--- config.mk ---
export PLATFORM = sky130hd
export DESIGN_NAME = fpr_protect_top
export DESIGN_NICKNAME = d
export VERILOG_FILES = /design/src/fpr_pkg.sv /design/src/fpr_rdp_decode.sv /design/src/fpr_area_match.sv /design/src/fpr_protect_top.sv
export SDC_FILE = /design/constraint.sdc
export NUM_CORES = 1
export LEC_CHECK = 0
export BUFFER_PORTS_ARGS = -buffer_cell sky130_fd_sc_hd__buf_2
export CELL_PAD_IN_SITES_DETAIL_PLACEMENT = 0
export CELL_PAD_IN_SITES_GLOBAL_PLACEMENT = 2
export CORE_MARGIN = 2
export CORE_UTILIZATION = 29
export DETAILED_ROUTE_END_ITERATION = 16
export PLACE_DENSITY_LB_ADDON = 0.1
export SLEW_MARGIN = 20
export SYNTH_ARGS = -nofsm -noshare
export SYNTH_HDL_FRONTEND = slang
export SYNTH_SLANG_ARGS = --single-unit
--- constraint.sdc ---
create_clock -name mclk_i -period 2.7 [get_ports mclk_i]
set_input_delay 0.405 -clock mclk_i [delete_from_list [all_inputs] [get_ports mclk_i]]
set_output_delay 0.405 -clock mclk_i [all_outputs]
set_load 0.005 [all_outputs]
--- src/fpr_pkg.sv ---
// Shared constants and types for the flash read and write protection checker.
// Assumes one system clock domain and option bytes presented as stable levels.
package fpr_pkg;

  localparam int ADDR_W = 32;
  localparam int PAGE_W = 7;
  localparam int PAGE_SHIFT = 11;
  localparam int N_AREA = 4;
  localparam int AREA_PER_BANK = 2;

  // Read-protection byte pairs
  localparam logic [7:0] RDP_L0_BYTE = 8'hAA;
  localparam logic [7:0] RDP_L0_COMP = 8'h55;
  localparam logic [7:0] RDP_L2_BYTE = 8'hCC;
  localparam logic [7:0] RDP_L2_COMP = 8'h33;

  // Page size in bytes, start greater than end means an empty area
  localparam logic [ADDR_W-1:0] PAGE_BYTES = 32'h0000_0800;
  localparam logic [PAGE_W-1:0] AREA_NONE_START = 7'h7F;
  localparam logic [PAGE_W-1:0] AREA_NONE_END = 7'h00;

  // Flash bank base addresses
  localparam logic [ADDR_W-1:0] BANK1_BASE = 32'h0800_0000;
  localparam logic [ADDR_W-1:0] BANK2_BASE = 32'h0804_0000;

  typedef enum logic [1:0] {FPR_LVL0, FPR_LVL1, FPR_LVL2} fpr_level_t;

  typedef enum logic [1:0] {FPR_OP_READ, FPR_OP_PROGRAM, FPR_OP_ERASE, FPR_OP_MASS} fpr_op_t;

  typedef enum logic [2:0] {
    FPR_RG_MAIN, FPR_RG_SYSMEM, FPR_RG_OPTION, FPR_RG_BACKUP, FPR_RG_OTP, FPR_RG_NEVER
  } fpr_region_t;

  typedef enum logic [1:0] {FPR_BOOT_FLASH, FPR_BOOT_SRAM, FPR_BOOT_SYSMEM} fpr_boot_t;

  typedef struct packed {
    logic valid;
    logic from_debug;
    fpr_op_t op;
    fpr_region_t region;
    logic bank;
    logic [ADDR_W-1:0] addr;
  } fpr_req_t;

  typedef struct packed {
    logic [PAGE_W-1:0] start_page;
    logic [PAGE_W-1:0] end_page;
  } fpr_area_t;

  typedef struct packed {
    fpr_area_t area;
    fpr_area_t area_n;
  } fpr_area_nv_t;

endpackage

--- src/fpr_rdp_decode.sv ---
// Decoder of the read-protection byte and its complement into a level.
// Assumes both bytes are stable while the loader samples the result.
module fpr_rdp_decode (
  input wire logic [7:0] rdp_byte_i,
  input wire logic [7:0] rdp_comp_i,
  output fpr_pkg::fpr_level_t level_o,
  output logic mismatch_o
);

  always_comb begin
    mismatch_o = (rdp_byte_i != ~rdp_comp_i);
    if (rdp_byte_i == fpr_pkg::RDP_L0_BYTE && rdp_comp_i == fpr_pkg::RDP_L0_COMP) begin
      level_o = fpr_pkg::FPR_LVL0;
    end else if (rdp_byte_i == fpr_pkg::RDP_L2_BYTE && rdp_comp_i == fpr_pkg::RDP_L2_COMP) begin
      level_o = fpr_pkg::FPR_LVL2;
    end else begin
      // Erased or corrupted pairs fall to the safe middle level
      level_o = fpr_pkg::FPR_LVL1;
    end
  end

endmodule

--- src/fpr_area_match.sv ---
// Page comparator for one write-protected area.
// Assumes the page index and bank hit are computed by the caller.
module fpr_area_match (
  input wire fpr_pkg::fpr_area_t area_i,
  input wire logic [fpr_pkg::PAGE_W-1:0] page_i,
  input wire logic in_bank_i,
  output logic active_o,
  output logic hit_o
);

  always_comb begin
    // Start above end protects nothing, equal bounds protect one page
    active_o = (area_i.start_page <= area_i.end_page);
    hit_o = active_o && in_bank_i && (page_i >= area_i.start_page)
            && (page_i <= area_i.end_page);
  end

endmodule

--- src/fpr_protect_top.sv ---
// Flash read and write protection checker: level decode, access gating, area checks.
// Assumes the flash controller performs erase and programming on the pulses given here.
module fpr_protect_top (
  input wire logic mclk_i,
  input wire logic rst_i,
  input wire logic [7:0] nv_read_protection_byte_i,
  input wire logic [7:0] nv_read_protection_comp_i,
  input wire fpr_pkg::fpr_area_nv_t [fpr_pkg::N_AREA-1:0] nv_write_protect_area_i,
  input wire fpr_pkg::fpr_boot_t boot_mode_i,
  input wire fpr_pkg::fpr_req_t req_i,
  input wire logic option_reload_trigger_i,
  input wire logic opt_start_i,
  input wire logic [7:0] new_read_protection_byte_i,
  input wire logic write_protect_error_clr_i,
  input wire logic option_verify_error_clr_i,
  output fpr_pkg::fpr_level_t level_o,
  output logic loaded_o,
  output logic debug_en_o,
  output logic boot_refuse_o,
  output logic grant_o,
  output logic bus_error_o,
  output logic write_protect_error_flag_o,
  output logic option_verify_error_flag_o,
  output logic mass_erase_o,
  output logic backup_erase_o,
  output logic opt_restore_o,
  output logic opt_commit_o,
  output logic opt_reject_o,
  output logic sys_reset_req_o
);

  typedef enum logic {ST_LOAD, ST_RUN} fpr_state_t;

  fpr_state_t state_reg;
  fpr_pkg::fpr_level_t level_reg;
  fpr_pkg::fpr_area_t [fpr_pkg::N_AREA-1:0] area_reg;
  fpr_pkg::fpr_level_t nv_level;
  logic nv_rdp_mismatch;
  logic [fpr_pkg::N_AREA-1:0] area_mismatch;
  logic [fpr_pkg::N_AREA-1:0] area_active;
  logic [fpr_pkg::N_AREA-1:0] area_hit;
  logic [fpr_pkg::ADDR_W-1:0] bank_base;
  logic [fpr_pkg::ADDR_W-1:0] offset;
  logic [fpr_pkg::PAGE_W-1:0] page;
  logic in_bank;
  logic restricted;
  logic is_write;
  logic page_protected;
  logic any_active;
  logic grant_next;
  logic bus_error_next;
  logic wrp_error_next;
  logic regress;
  logic run;

  fpr_rdp_decode u_rdp_decode (
    .rdp_byte_i(nv_read_protection_byte_i),
    .rdp_comp_i(nv_read_protection_comp_i),
    .level_o(nv_level),
    .mismatch_o(nv_rdp_mismatch)
  );

  assign run = (state_reg == ST_RUN);

  // Page index from the bank-relative offset, same cycle as the request
  always_comb begin
    bank_base = req_i.bank ? fpr_pkg::BANK2_BASE : fpr_pkg::BANK1_BASE;
    offset = req_i.addr - bank_base;
    page = offset[fpr_pkg::PAGE_SHIFT +: fpr_pkg::PAGE_W];
    in_bank = (req_i.addr >= bank_base) &&
              ((offset >> (fpr_pkg::PAGE_SHIFT + fpr_pkg::PAGE_W)) == '0);
  end

  // One comparator per area, areas of a bank only see their own bank
  for (genvar g = 0; g < fpr_pkg::N_AREA; g++) begin : g_area
    assign area_mismatch[g] = (nv_write_protect_area_i[g].area != ~nv_write_protect_area_i[g].area_n);
    fpr_area_match u_match (
      .area_i(area_reg[g]),
      .page_i(page),
      .in_bank_i(in_bank && (req_i.bank == ((g / fpr_pkg::AREA_PER_BANK) != 0))),
      .active_o(area_active[g]),
      .hit_o(area_hit[g])
    );
  end

  // Access decision
  always_comb begin
    is_write = (req_i.op != fpr_pkg::FPR_OP_READ);
    // Level 2 never sees debug or alternate boot, so the same gate covers it
    restricted = (level_reg != fpr_pkg::FPR_LVL0) &&
                 (req_i.from_debug || boot_mode_i != fpr_pkg::FPR_BOOT_FLASH);
    page_protected = |area_hit;
    any_active = |area_active;
    grant_next = 1'b0;
    bus_error_next = 1'b0;
    wrp_error_next = 1'b0;
    if (req_i.valid && !run) begin
      // No decision is possible before the options are loaded
      bus_error_next = 1'b1;
    end else if (req_i.valid) begin
      case (req_i.region)
        fpr_pkg::FPR_RG_MAIN: begin
          if (restricted) begin
            bus_error_next = 1'b1;
          end else if (req_i.op == fpr_pkg::FPR_OP_MASS) begin
            wrp_error_next = any_active;
            grant_next = !any_active;
          end else if (is_write && page_protected) begin
            wrp_error_next = 1'b1;
          end else begin
            grant_next = 1'b1;
          end
        end
        fpr_pkg::FPR_RG_SYSMEM: begin
          grant_next = !is_write;
          wrp_error_next = is_write;
        end
        fpr_pkg::FPR_RG_OPTION: begin
          if (is_write && level_reg == fpr_pkg::FPR_LVL2) begin
            wrp_error_next = 1'b1;
          end else begin
            grant_next = 1'b1;
          end
        end
        fpr_pkg::FPR_RG_BACKUP: begin
          bus_error_next = restricted;
          grant_next = !restricted;
        end
        fpr_pkg::FPR_RG_OTP: begin
          if (restricted) begin
            bus_error_next = 1'b1;
          end else begin
            grant_next = !is_write;
            wrp_error_next = is_write;
          end
        end
        fpr_pkg::FPR_RG_NEVER: begin
          grant_next = !is_write;
          wrp_error_next = is_write;
        end
        default: begin
          bus_error_next = 1'b1;
        end
      endcase
    end
  end

  assign regress = run && opt_start_i && level_reg == fpr_pkg::FPR_LVL1 &&
                   new_read_protection_byte_i == fpr_pkg::RDP_L0_BYTE;

  // Load after reset release: ports cannot be captured under the async reset itself
  always_ff @(posedge mclk_i or posedge rst_i) begin
    if (rst_i) begin
      state_reg <= ST_LOAD;
    end else if (state_reg == ST_LOAD) begin
      state_reg <= ST_RUN;
    end else if (option_reload_trigger_i) begin
      state_reg <= ST_LOAD;
    end else begin
      state_reg <= ST_RUN;
    end
  end

  // Active level and ranges change only while loading
  always_ff @(posedge mclk_i or posedge rst_i) begin
    if (rst_i) begin
      level_reg <= fpr_pkg::FPR_LVL1;
    end else if (state_reg == ST_LOAD) begin
      level_reg <= nv_level;
    end
  end

  always_ff @(posedge mclk_i or posedge rst_i) begin
    if (rst_i) begin
      for (int i = 0; i < fpr_pkg::N_AREA; i++) begin
        area_reg[i].start_page <= fpr_pkg::AREA_NONE_START;
        area_reg[i].end_page <= fpr_pkg::AREA_NONE_END;
      end
    end else if (state_reg == ST_LOAD) begin
      for (int i = 0; i < fpr_pkg::N_AREA; i++) begin
        if (area_mismatch[i]) begin
          area_reg[i].start_page <= fpr_pkg::AREA_NONE_START;
          area_reg[i].end_page <= fpr_pkg::AREA_NONE_END;
        end else begin
          area_reg[i] <= nv_write_protect_area_i[i].area;
        end
      end
    end
  end

  // Debug and boot gating
  always_ff @(posedge mclk_i or posedge rst_i) begin
    if (rst_i) begin
      debug_en_o <= 1'b0;
      boot_refuse_o <= 1'b0;
      loaded_o <= 1'b0;
      level_o <= fpr_pkg::FPR_LVL1;
    end else begin
      debug_en_o <= run && !option_reload_trigger_i &&
                    level_reg != fpr_pkg::FPR_LVL2;
      boot_refuse_o <= level_reg == fpr_pkg::FPR_LVL2 &&
                       boot_mode_i != fpr_pkg::FPR_BOOT_FLASH;
      loaded_o <= run;
      level_o <= level_reg;
    end
  end

  // Access answers, one cycle after the request
  always_ff @(posedge mclk_i or posedge rst_i) begin
    if (rst_i) begin
      grant_o <= 1'b0;
      bus_error_o <= 1'b0;
    end else begin
      grant_o <= grant_next;
      bus_error_o <= bus_error_next;
    end
  end

  // Sticky flags: a set in the clearing cycle wins
  always_ff @(posedge mclk_i or posedge rst_i) begin
    if (rst_i) begin
      write_protect_error_flag_o <= 1'b0;
    end else if (wrp_error_next) begin
      write_protect_error_flag_o <= 1'b1;
    end else if (write_protect_error_clr_i) begin
      write_protect_error_flag_o <= 1'b0;
    end
  end

  always_ff @(posedge mclk_i or posedge rst_i) begin
    if (rst_i) begin
      option_verify_error_flag_o <= 1'b0;
    end else if (state_reg == ST_LOAD && (nv_rdp_mismatch || |area_mismatch)) begin
      option_verify_error_flag_o <= 1'b1;
    end else if (option_verify_error_clr_i) begin
      option_verify_error_flag_o <= 1'b0;
    end
  end

  // Level change requests: the new byte only takes effect at the next reload
  always_ff @(posedge mclk_i or posedge rst_i) begin
    if (rst_i) begin
      mass_erase_o <= 1'b0;
      backup_erase_o <= 1'b0;
      opt_restore_o <= 1'b0;
      opt_commit_o <= 1'b0;
      opt_reject_o <= 1'b0;
    end else begin
      mass_erase_o <= regress;
      backup_erase_o <= regress;
      opt_restore_o <= regress;
      opt_commit_o <= run && opt_start_i && level_reg != fpr_pkg::FPR_LVL2;
      opt_reject_o <= run && opt_start_i && level_reg == fpr_pkg::FPR_LVL2;
    end
  end

  always_ff @(posedge mclk_i or posedge rst_i) begin
    if (rst_i) begin
      sys_reset_req_o <= 1'b0;
    end else begin
      sys_reset_req_o <= run && option_reload_trigger_i;
    end
  end
endmodule

==> metrics.cfg, run 1 <==
[sta]
report.final.slew_viol_count = 0
max_freq_ghz = 0.458
worst_pin_slew_ps = 738
period_share_pct = 80.9
setup-violations-final = 0
hold_violations = 0
rsz0062_at_grt = no
relSlewSlack_pct = 50.8
fin_crit_ps = 2180
worst_hold_slack_ps = 175
worst_clock_skew_ps = 6.18
setup_tns_ps = 0

[finish]
drive_gt1_share_pct = 29.6
finalInstanceArea_um2 = 7330
fill_cells = 2023
antenna_cells = 0
area_growth_pct = 27.2
largest_reg_flops = 56
mostFrequentLayoutCells = 187 x buf_2, 86 x nand2_1, 85 x ha_1
layout.nets = 1111
finalNonFillerCells = 1112
final_common_cell = buf_2
fin_util_pct = 37.7

[synthesis]
seq_area_frac_synth_pct = 31.9
synth-main-ff-cell = dfrtp_1
avgSynthCellArea_um2 = 8.81
mappedNetlistArea_um2 = 5760
synth-edff-count = 0
synth_cells = 654
synth_cell_type_count = 49
async_reset_ff_share_pct = 100
synth_compound_area_share_pct = 14.9
ys_ff_latch = 72
synth_top_family_by_area = simple AND/OR/NAND/NOR gates
synth_simple_gate_area_share_pct = 19.1
synth_nets = 923
synth_xor_area_share_pct = 10.0
ys_warn_count = 0
synth_mux_area_share_pct = 0
synth-adder-area-share_pct = 18.5

[job]
drv_cap = 0

[worst_setup_path]
worst_ep_arrival_time_ps = 2420
cp_max_fo = 2
cp-end-kind = flop
cp_cell_sequence = ha_1 > nor2b_1 > o211ai_1 > a21oi_1 > o22ai_1 > a32oi_1 > o22ai_1 > o21ai_1
crit_required_ps = 2930
cpPeakStageDelay_ps = 530
critPathKind = reg2reg
critPathSlowestCell = dfstp_2
start_kind = flop
path_common_cell = o22ai_1

[pwr]
intPower_mw = 1.95
power_frac_clock_pct = 43.0
peakVddDrop_v = 0.000277
power_per_cell_area_nw_per_um2 = 375
p_comb_share_pct = 16.8
p_sw_share_pct = 29.0
power_frac_seq_pct = 40.3
p_leak_nw = 3.50
power.switching_mw = 0.798

[floorplan]
die_h_um = 145
num_rows = 51
start_util_pct = 29.6
core_um2 = 19500
pin_count = 199
floorplan.die.width_um = 145
die_area_um2 = 21000

[routing]
viasPerCell = 4.69
vias = 5220
wirelength_um = 16600
drtPass1Iterations = 4
wl_per_cell_um = 14.9
drtIter0Drc = 172
ant_nets = 0
drc = 0

[cts]
clock_latency_ps = 350
cts.clk_slew.worst_paths_ps = 60
cts_tree = built
h-tree-depth = 3
cts.sinks = 72
cts_root_buf = clkbuf_16
ctsHoldBuffers = 0
cts_made_buffers = 9
cts_resized = 0
clock_path_buffers = 2
post_cts_buffers = 0

[place]
place_inst = 1096
dp_hpwl_um = 13900
dpl-instance-area_um2 = 7040
portBuffers = 187
place.gp.congestion = 0.806

[hold_path]
hp-class = in2async

[global_routing]
grt_pass1_wl_um = 27600
grt_pass1_vias = 5539
grt_max_degree = 62
gr-total-overflow = 0
grt.total_usage_pct = 16.2
antenna_found_initial = 0

[status]
status = completed

[cells in the mapped netlist (8+ instances only)]
cell | instances | share of area (%)
a21oi_1 | 55 | 4.8
clkbuf_1 | 12 | 0.78
dfrtp_1 | 42 | 18
dfstp_2 | 30 | 14
ha_1 | 85 | 18
inv_1 | 63 | 4.1
nand2_1 | 86 | 5.6
nand3_1 | 16 | 1.4
nand4_1 | 19 | 2.1
nor2_1 | 9 | 0.59
nor2b_1 | 8 | 0.87
nor3b_1 | 30 | 3.9
o21ai_0 | 12 | 1.0
o21ai_1 | 33 | 2.9
xnor2_1 | 17 | 2.6
xor2_1 | 49 | 7.4
[layer usage]
metal / up-vias / track usage, % / wire, µm
met4: 0 / 4.41 / 171
met2: 97 / 28.5 / 8250
met5: - / 0 / 0
li1: 2682 / - / -
met3: 10 / 2.30 / 554
met1: 2431 / 20.6 / 7600
[worst paths after layout]
| path | from | end | slack, ps | cells past startpoint |
|---|---|---|---|---|
| max | area_reg[36] | grant_o | 520 | 8 |
| min | rst_i | option_verify_error_flag_o | 170 | 2 |
| max reg2reg | area_reg[36] | grant_o | 520 | 8 |
| min reg2reg | level_reg[0] | level_o[0] | 410 | 0 |
| max in group asynchronous | rst_i | area_reg[49] | 1860 | 3 |
| min in group mclk_i | option_reload_trigger_i | debug_en_o | 230 | 2 |
[cell type report]
type                       count  area (µm²)  area share (%)
multi-input combinational    500        3600            49.2
inverter                      63         236            3.23
clock inverter                 7        61.3           0.836
clock buffer                   9         225            3.07
sequential                    72        1840            25.1
timing repair buffer         196        1030            14.0
tap                          265         332            4.52
[worst max-delay path: cells and delay by family, from the launching register on]
family / cells / cell delay [ps]
AO/OA/AOI/OAI: 6 / 1180
flip-flops: 1 / 530
adder cells (fa/ha/maj): 1 / 230
AND/OR/NAND/NOR: 1 / 130
[through the flow]
step | total power [mW] | worst slack [ps]
finish | 2.75 | 516
global route | 2.88 | 306
CTS | 2.79 | 490
detailed placement | 1.59 | 250
global placement | 1.58 | 281
floorplan | 1.34 | 520
[cell families after synthesis]
family | count (synthesis)
simple gates | 202
buf+inv | 82
compound gates | 147
xor+xnor | 66
fa+ha+maj | 85
flops | 72
[power groups by stage]
stage	Clock [mW]	Combinational [mW]	Sequential (mW)
floorplan	0	0.217	1.12
global placement	0	0.458	1.13
detailed placement	0	0.467	1.13
CTS	1.22	0.470	1.11
global route	1.25	0.522	1.11
finish	1.18	0.461	1.11
No activity file was read; power rests on OpenSTA's default activity.
==> inputs of run 2 (changes only) <==
Clock period 2.7 ns to 2.1 ns, I/O delays scaled along.
==> run 2 against run 1 <==
The run now ends with negative hold slack left. Design area is 5.1% higher. Total power increased by 40%. Global-route usage increased by 0.090 points. Clock power rose by 55%. Largest cell class unchanged. Largest power group unchanged.
==> metrics.cfg, run 2 (synthesis gave the netlist of run 1 again) <==
[finish]
layout.nets = 1123  ; was 1111
fin_util_pct = 39.6  ; was 37.7%
antenna_cells = 0  ; unchanged
regArea_um2 = 1840  ; unchanged
fill_cells = 2004  ; was 2023
drive_gt1_share_pct = 33.5  ; was 29.6%
mostFrequentLayoutCells = 187 x buf_2, 86 x nand2_1, 79 x ha_1  ; was 187 x buf_2, 86 x nand2_1, 85 x ha_1
final_common_cell = buf_2  ; unchanged
area_growth_pct = 33.6  ; was 27.2%
multiInputGateArea_um2 = 3780  ; was 3600 µm²
largest_reg_flops = 56  ; unchanged

[worst_setup_path]
cp_max_fo = 2  ; unchanged
r2r-end = write_protect_error_flag_o  ; was grant_o
rr_worst_depth = 9  ; was 8
r2r_start = area_reg[23]  ; was area_reg[36]
rrSetupSlack_ps = 90  ; was 520 ps
start_kind = flop  ; unchanged
critPathLaunch = area_reg[23]  ; was area_reg[36]
worst_ep_arrival_time_ps = 2240  ; was 2420 ps
crit_required_ps = 2330  ; was 2930 ps
critPathKind = reg2reg  ; unchanged
cp-end-kind = flop  ; unchanged
crit_end = write_protect_error_flag_o  ; was grant_o

[cts]
cts_root_buf = clkbuf_16  ; unchanged
cts.sinks = 72  ; unchanged
h-tree-depth = 3  ; unchanged
clock_path_buffers = 2  ; unchanged
cts.clk_slew.worst_paths_ps = 60  ; about the same
clock_latency_ps = 350  ; about the same
cts_tree = built  ; unchanged
cts_made_buffers = 9  ; unchanged

[pwr]
p_leak_nw = 3.64  ; was 3.50 nW
peakVddDrop_v = 0.000371  ; was 0.000277 V
power_per_cell_area_nw_per_um2 = 502  ; was 375 nW/µm²
p_total_mw = 3.86  ; was 2.75 mW

[sta]
rsz0062_at_grt = yes  ; was no
period_share_pct = 95.8  ; was 80.9%
relSlewSlack_pct = 63.1  ; was 50.8%
fin_crit_ps = 2010  ; was 2180 ps
setup_tns_ps = 0  ; unchanged
setup-violations-final = 0  ; unchanged
max_freq_ghz = 0.497  ; was 0.458 GHz
hold_violations = 1  ; was 0
report.final.slew_viol_count = 0  ; unchanged
worst_hold_slack_ps = -4.25  ; was 175 ps
worst_pin_slew_ps = 554  ; was 738 ps
worst_clock_skew_ps = 10.6  ; was 6.18 ps

[global_routing]
met3_usage_pct = 3.11  ; was 2.30%
grt_pass1_wl_um = 27800  ; was 27600 µm
grt.total_usage_pct = 16.2  ; about the same
grt.met2_usage_pct = 28.5  ; about the same
grt_pass1_vias = 5609  ; was 5539
gr-usage-met1_pct = 20.4  ; was 20.6%
gr-total-overflow = 0  ; unchanged
antenna_found_initial = 0  ; unchanged
grt-busiest-layer = met2  ; unchanged
grt_max_degree = 122  ; was 62

[routing]
wl_per_cell_um = 15.1  ; was 14.9 µm
drc = 0  ; unchanged
drtIter0Drc = 197  ; was 172
vias = 5285  ; was 5220
viasPerCell = 4.70  ; was 4.69
drtPass1Iterations = 4  ; unchanged
ant_nets = 0  ; unchanged
wirelength_um = 17000  ; was 16600 µm

[floorplan]
die_area_um2 = 21000  ; unchanged
core_um2 = 19500  ; unchanged
start_util_pct = 29.6  ; unchanged
num_rows = 51  ; unchanged
pin_count = 199  ; unchanged
die_h_um = 145  ; unchanged
floorplan.die.width_um = 145  ; unchanged

[place]
dp_hpwl_um = 13800  ; was 13900 µm
portBuffers = 187  ; unchanged
place.gp.congestion = 0.813  ; was 0.806

[hold_path]
hp-class = in2async  ; unchanged

[job]
drv_cap = 0  ; unchanged

[status]
violations = negative hold slack
status = finished, violations left  ; was completed

==> run 2: changes by cell type in the layout (fill, tap and decap cells not counted), sizes merged <==
cell and change:
inv -2, clkinvlp -2, bufinv +3, buf +12, clkinv +1
==> run 2: layout make-up <==
| type | count | share of cell area (%) |
|---|---|---|
| clock inverter | 7 | 1.62 |
| multi-input combinational | 500 | 49.1 |
| clock buffer | 9 | 2.92 |
| tap | 265 | 4.31 |
| inverter | 63 | 3.07 |
| timing repair buffer | 208 | 15.0 |
| sequential | 72 | 23.9 |
==> run 2: metrics by stage <==
stage / hold WS, ps / cell area, µm² / worst slack (ps) / instances
6_report: -4.25 / 7700 / 87.5 / 1124
3_5_place_dp: 392 / 7130 / -152 / 1102
2_1_floorplan: 379 / 5760 / 9.73 / 654
5_1_grt: 41.5 / 7700 / -34.0 / 1124
3_3_place_gp: 390 / 7130 / -79.7 / 1102
4_1_cts: 17.6 / 7480 / 1.03 / 1118
==> run 2: critical path, stage by stage (launching register included) <==
cell      delay [ps]
dfstp_2          540
inv_1             60
ha_1             290
a21oi_1          120
o21ai_1           70
a31oi_1          170
o21ai_1          110
a32oi_2          270
o22a_1           180
o211ai_1          80
==> run 2: timing repair <==
| item | 4_1_cts | 5_1_grt |
|---|---|---|
| endpoints found under the setup margin | 0 | 2 |
| hold buffers | 0 | 0 |
| setup buffers | 0 | 7 |
| gates resized for setup | 0 | 32 |
==> run 2: layer usage <==
| metal | vias up | share of wire, % |
|---|---|---|
| li1 | 2711 | - |
| met1 | 2455 | 45 |
| met2 | 101 | 50 |
| met3 | 18 | 3.7 |
| met4 | 0 | 1.2 |
| met5 | - | 0 |
==> run 2: power breakdown <==
part / internal (mW) / total [mW] / switching (mW)
clock: 1.17 / 1.83 / 0.658
sequential: 1.41 / 1.42 / 0.0104
combinational: 0.279 / 0.607 / 0.328
total: 2.86 / 3.86 / 0.997
==> run 2: worst min-delay path by stage <==
stage                                             to  slack [ps]  cells past startpoint
after detailed placement  option_verify_error_flag_o         390                      2
after global routing      option_verify_error_flag_o          40                      2
after CTS                 option_verify_error_flag_o          20                      2
final                     option_verify_error_flag_o          -4                      2
after global placement    option_verify_error_flag_o         390                      2
after floorplan                           level_o[0]         380                      0
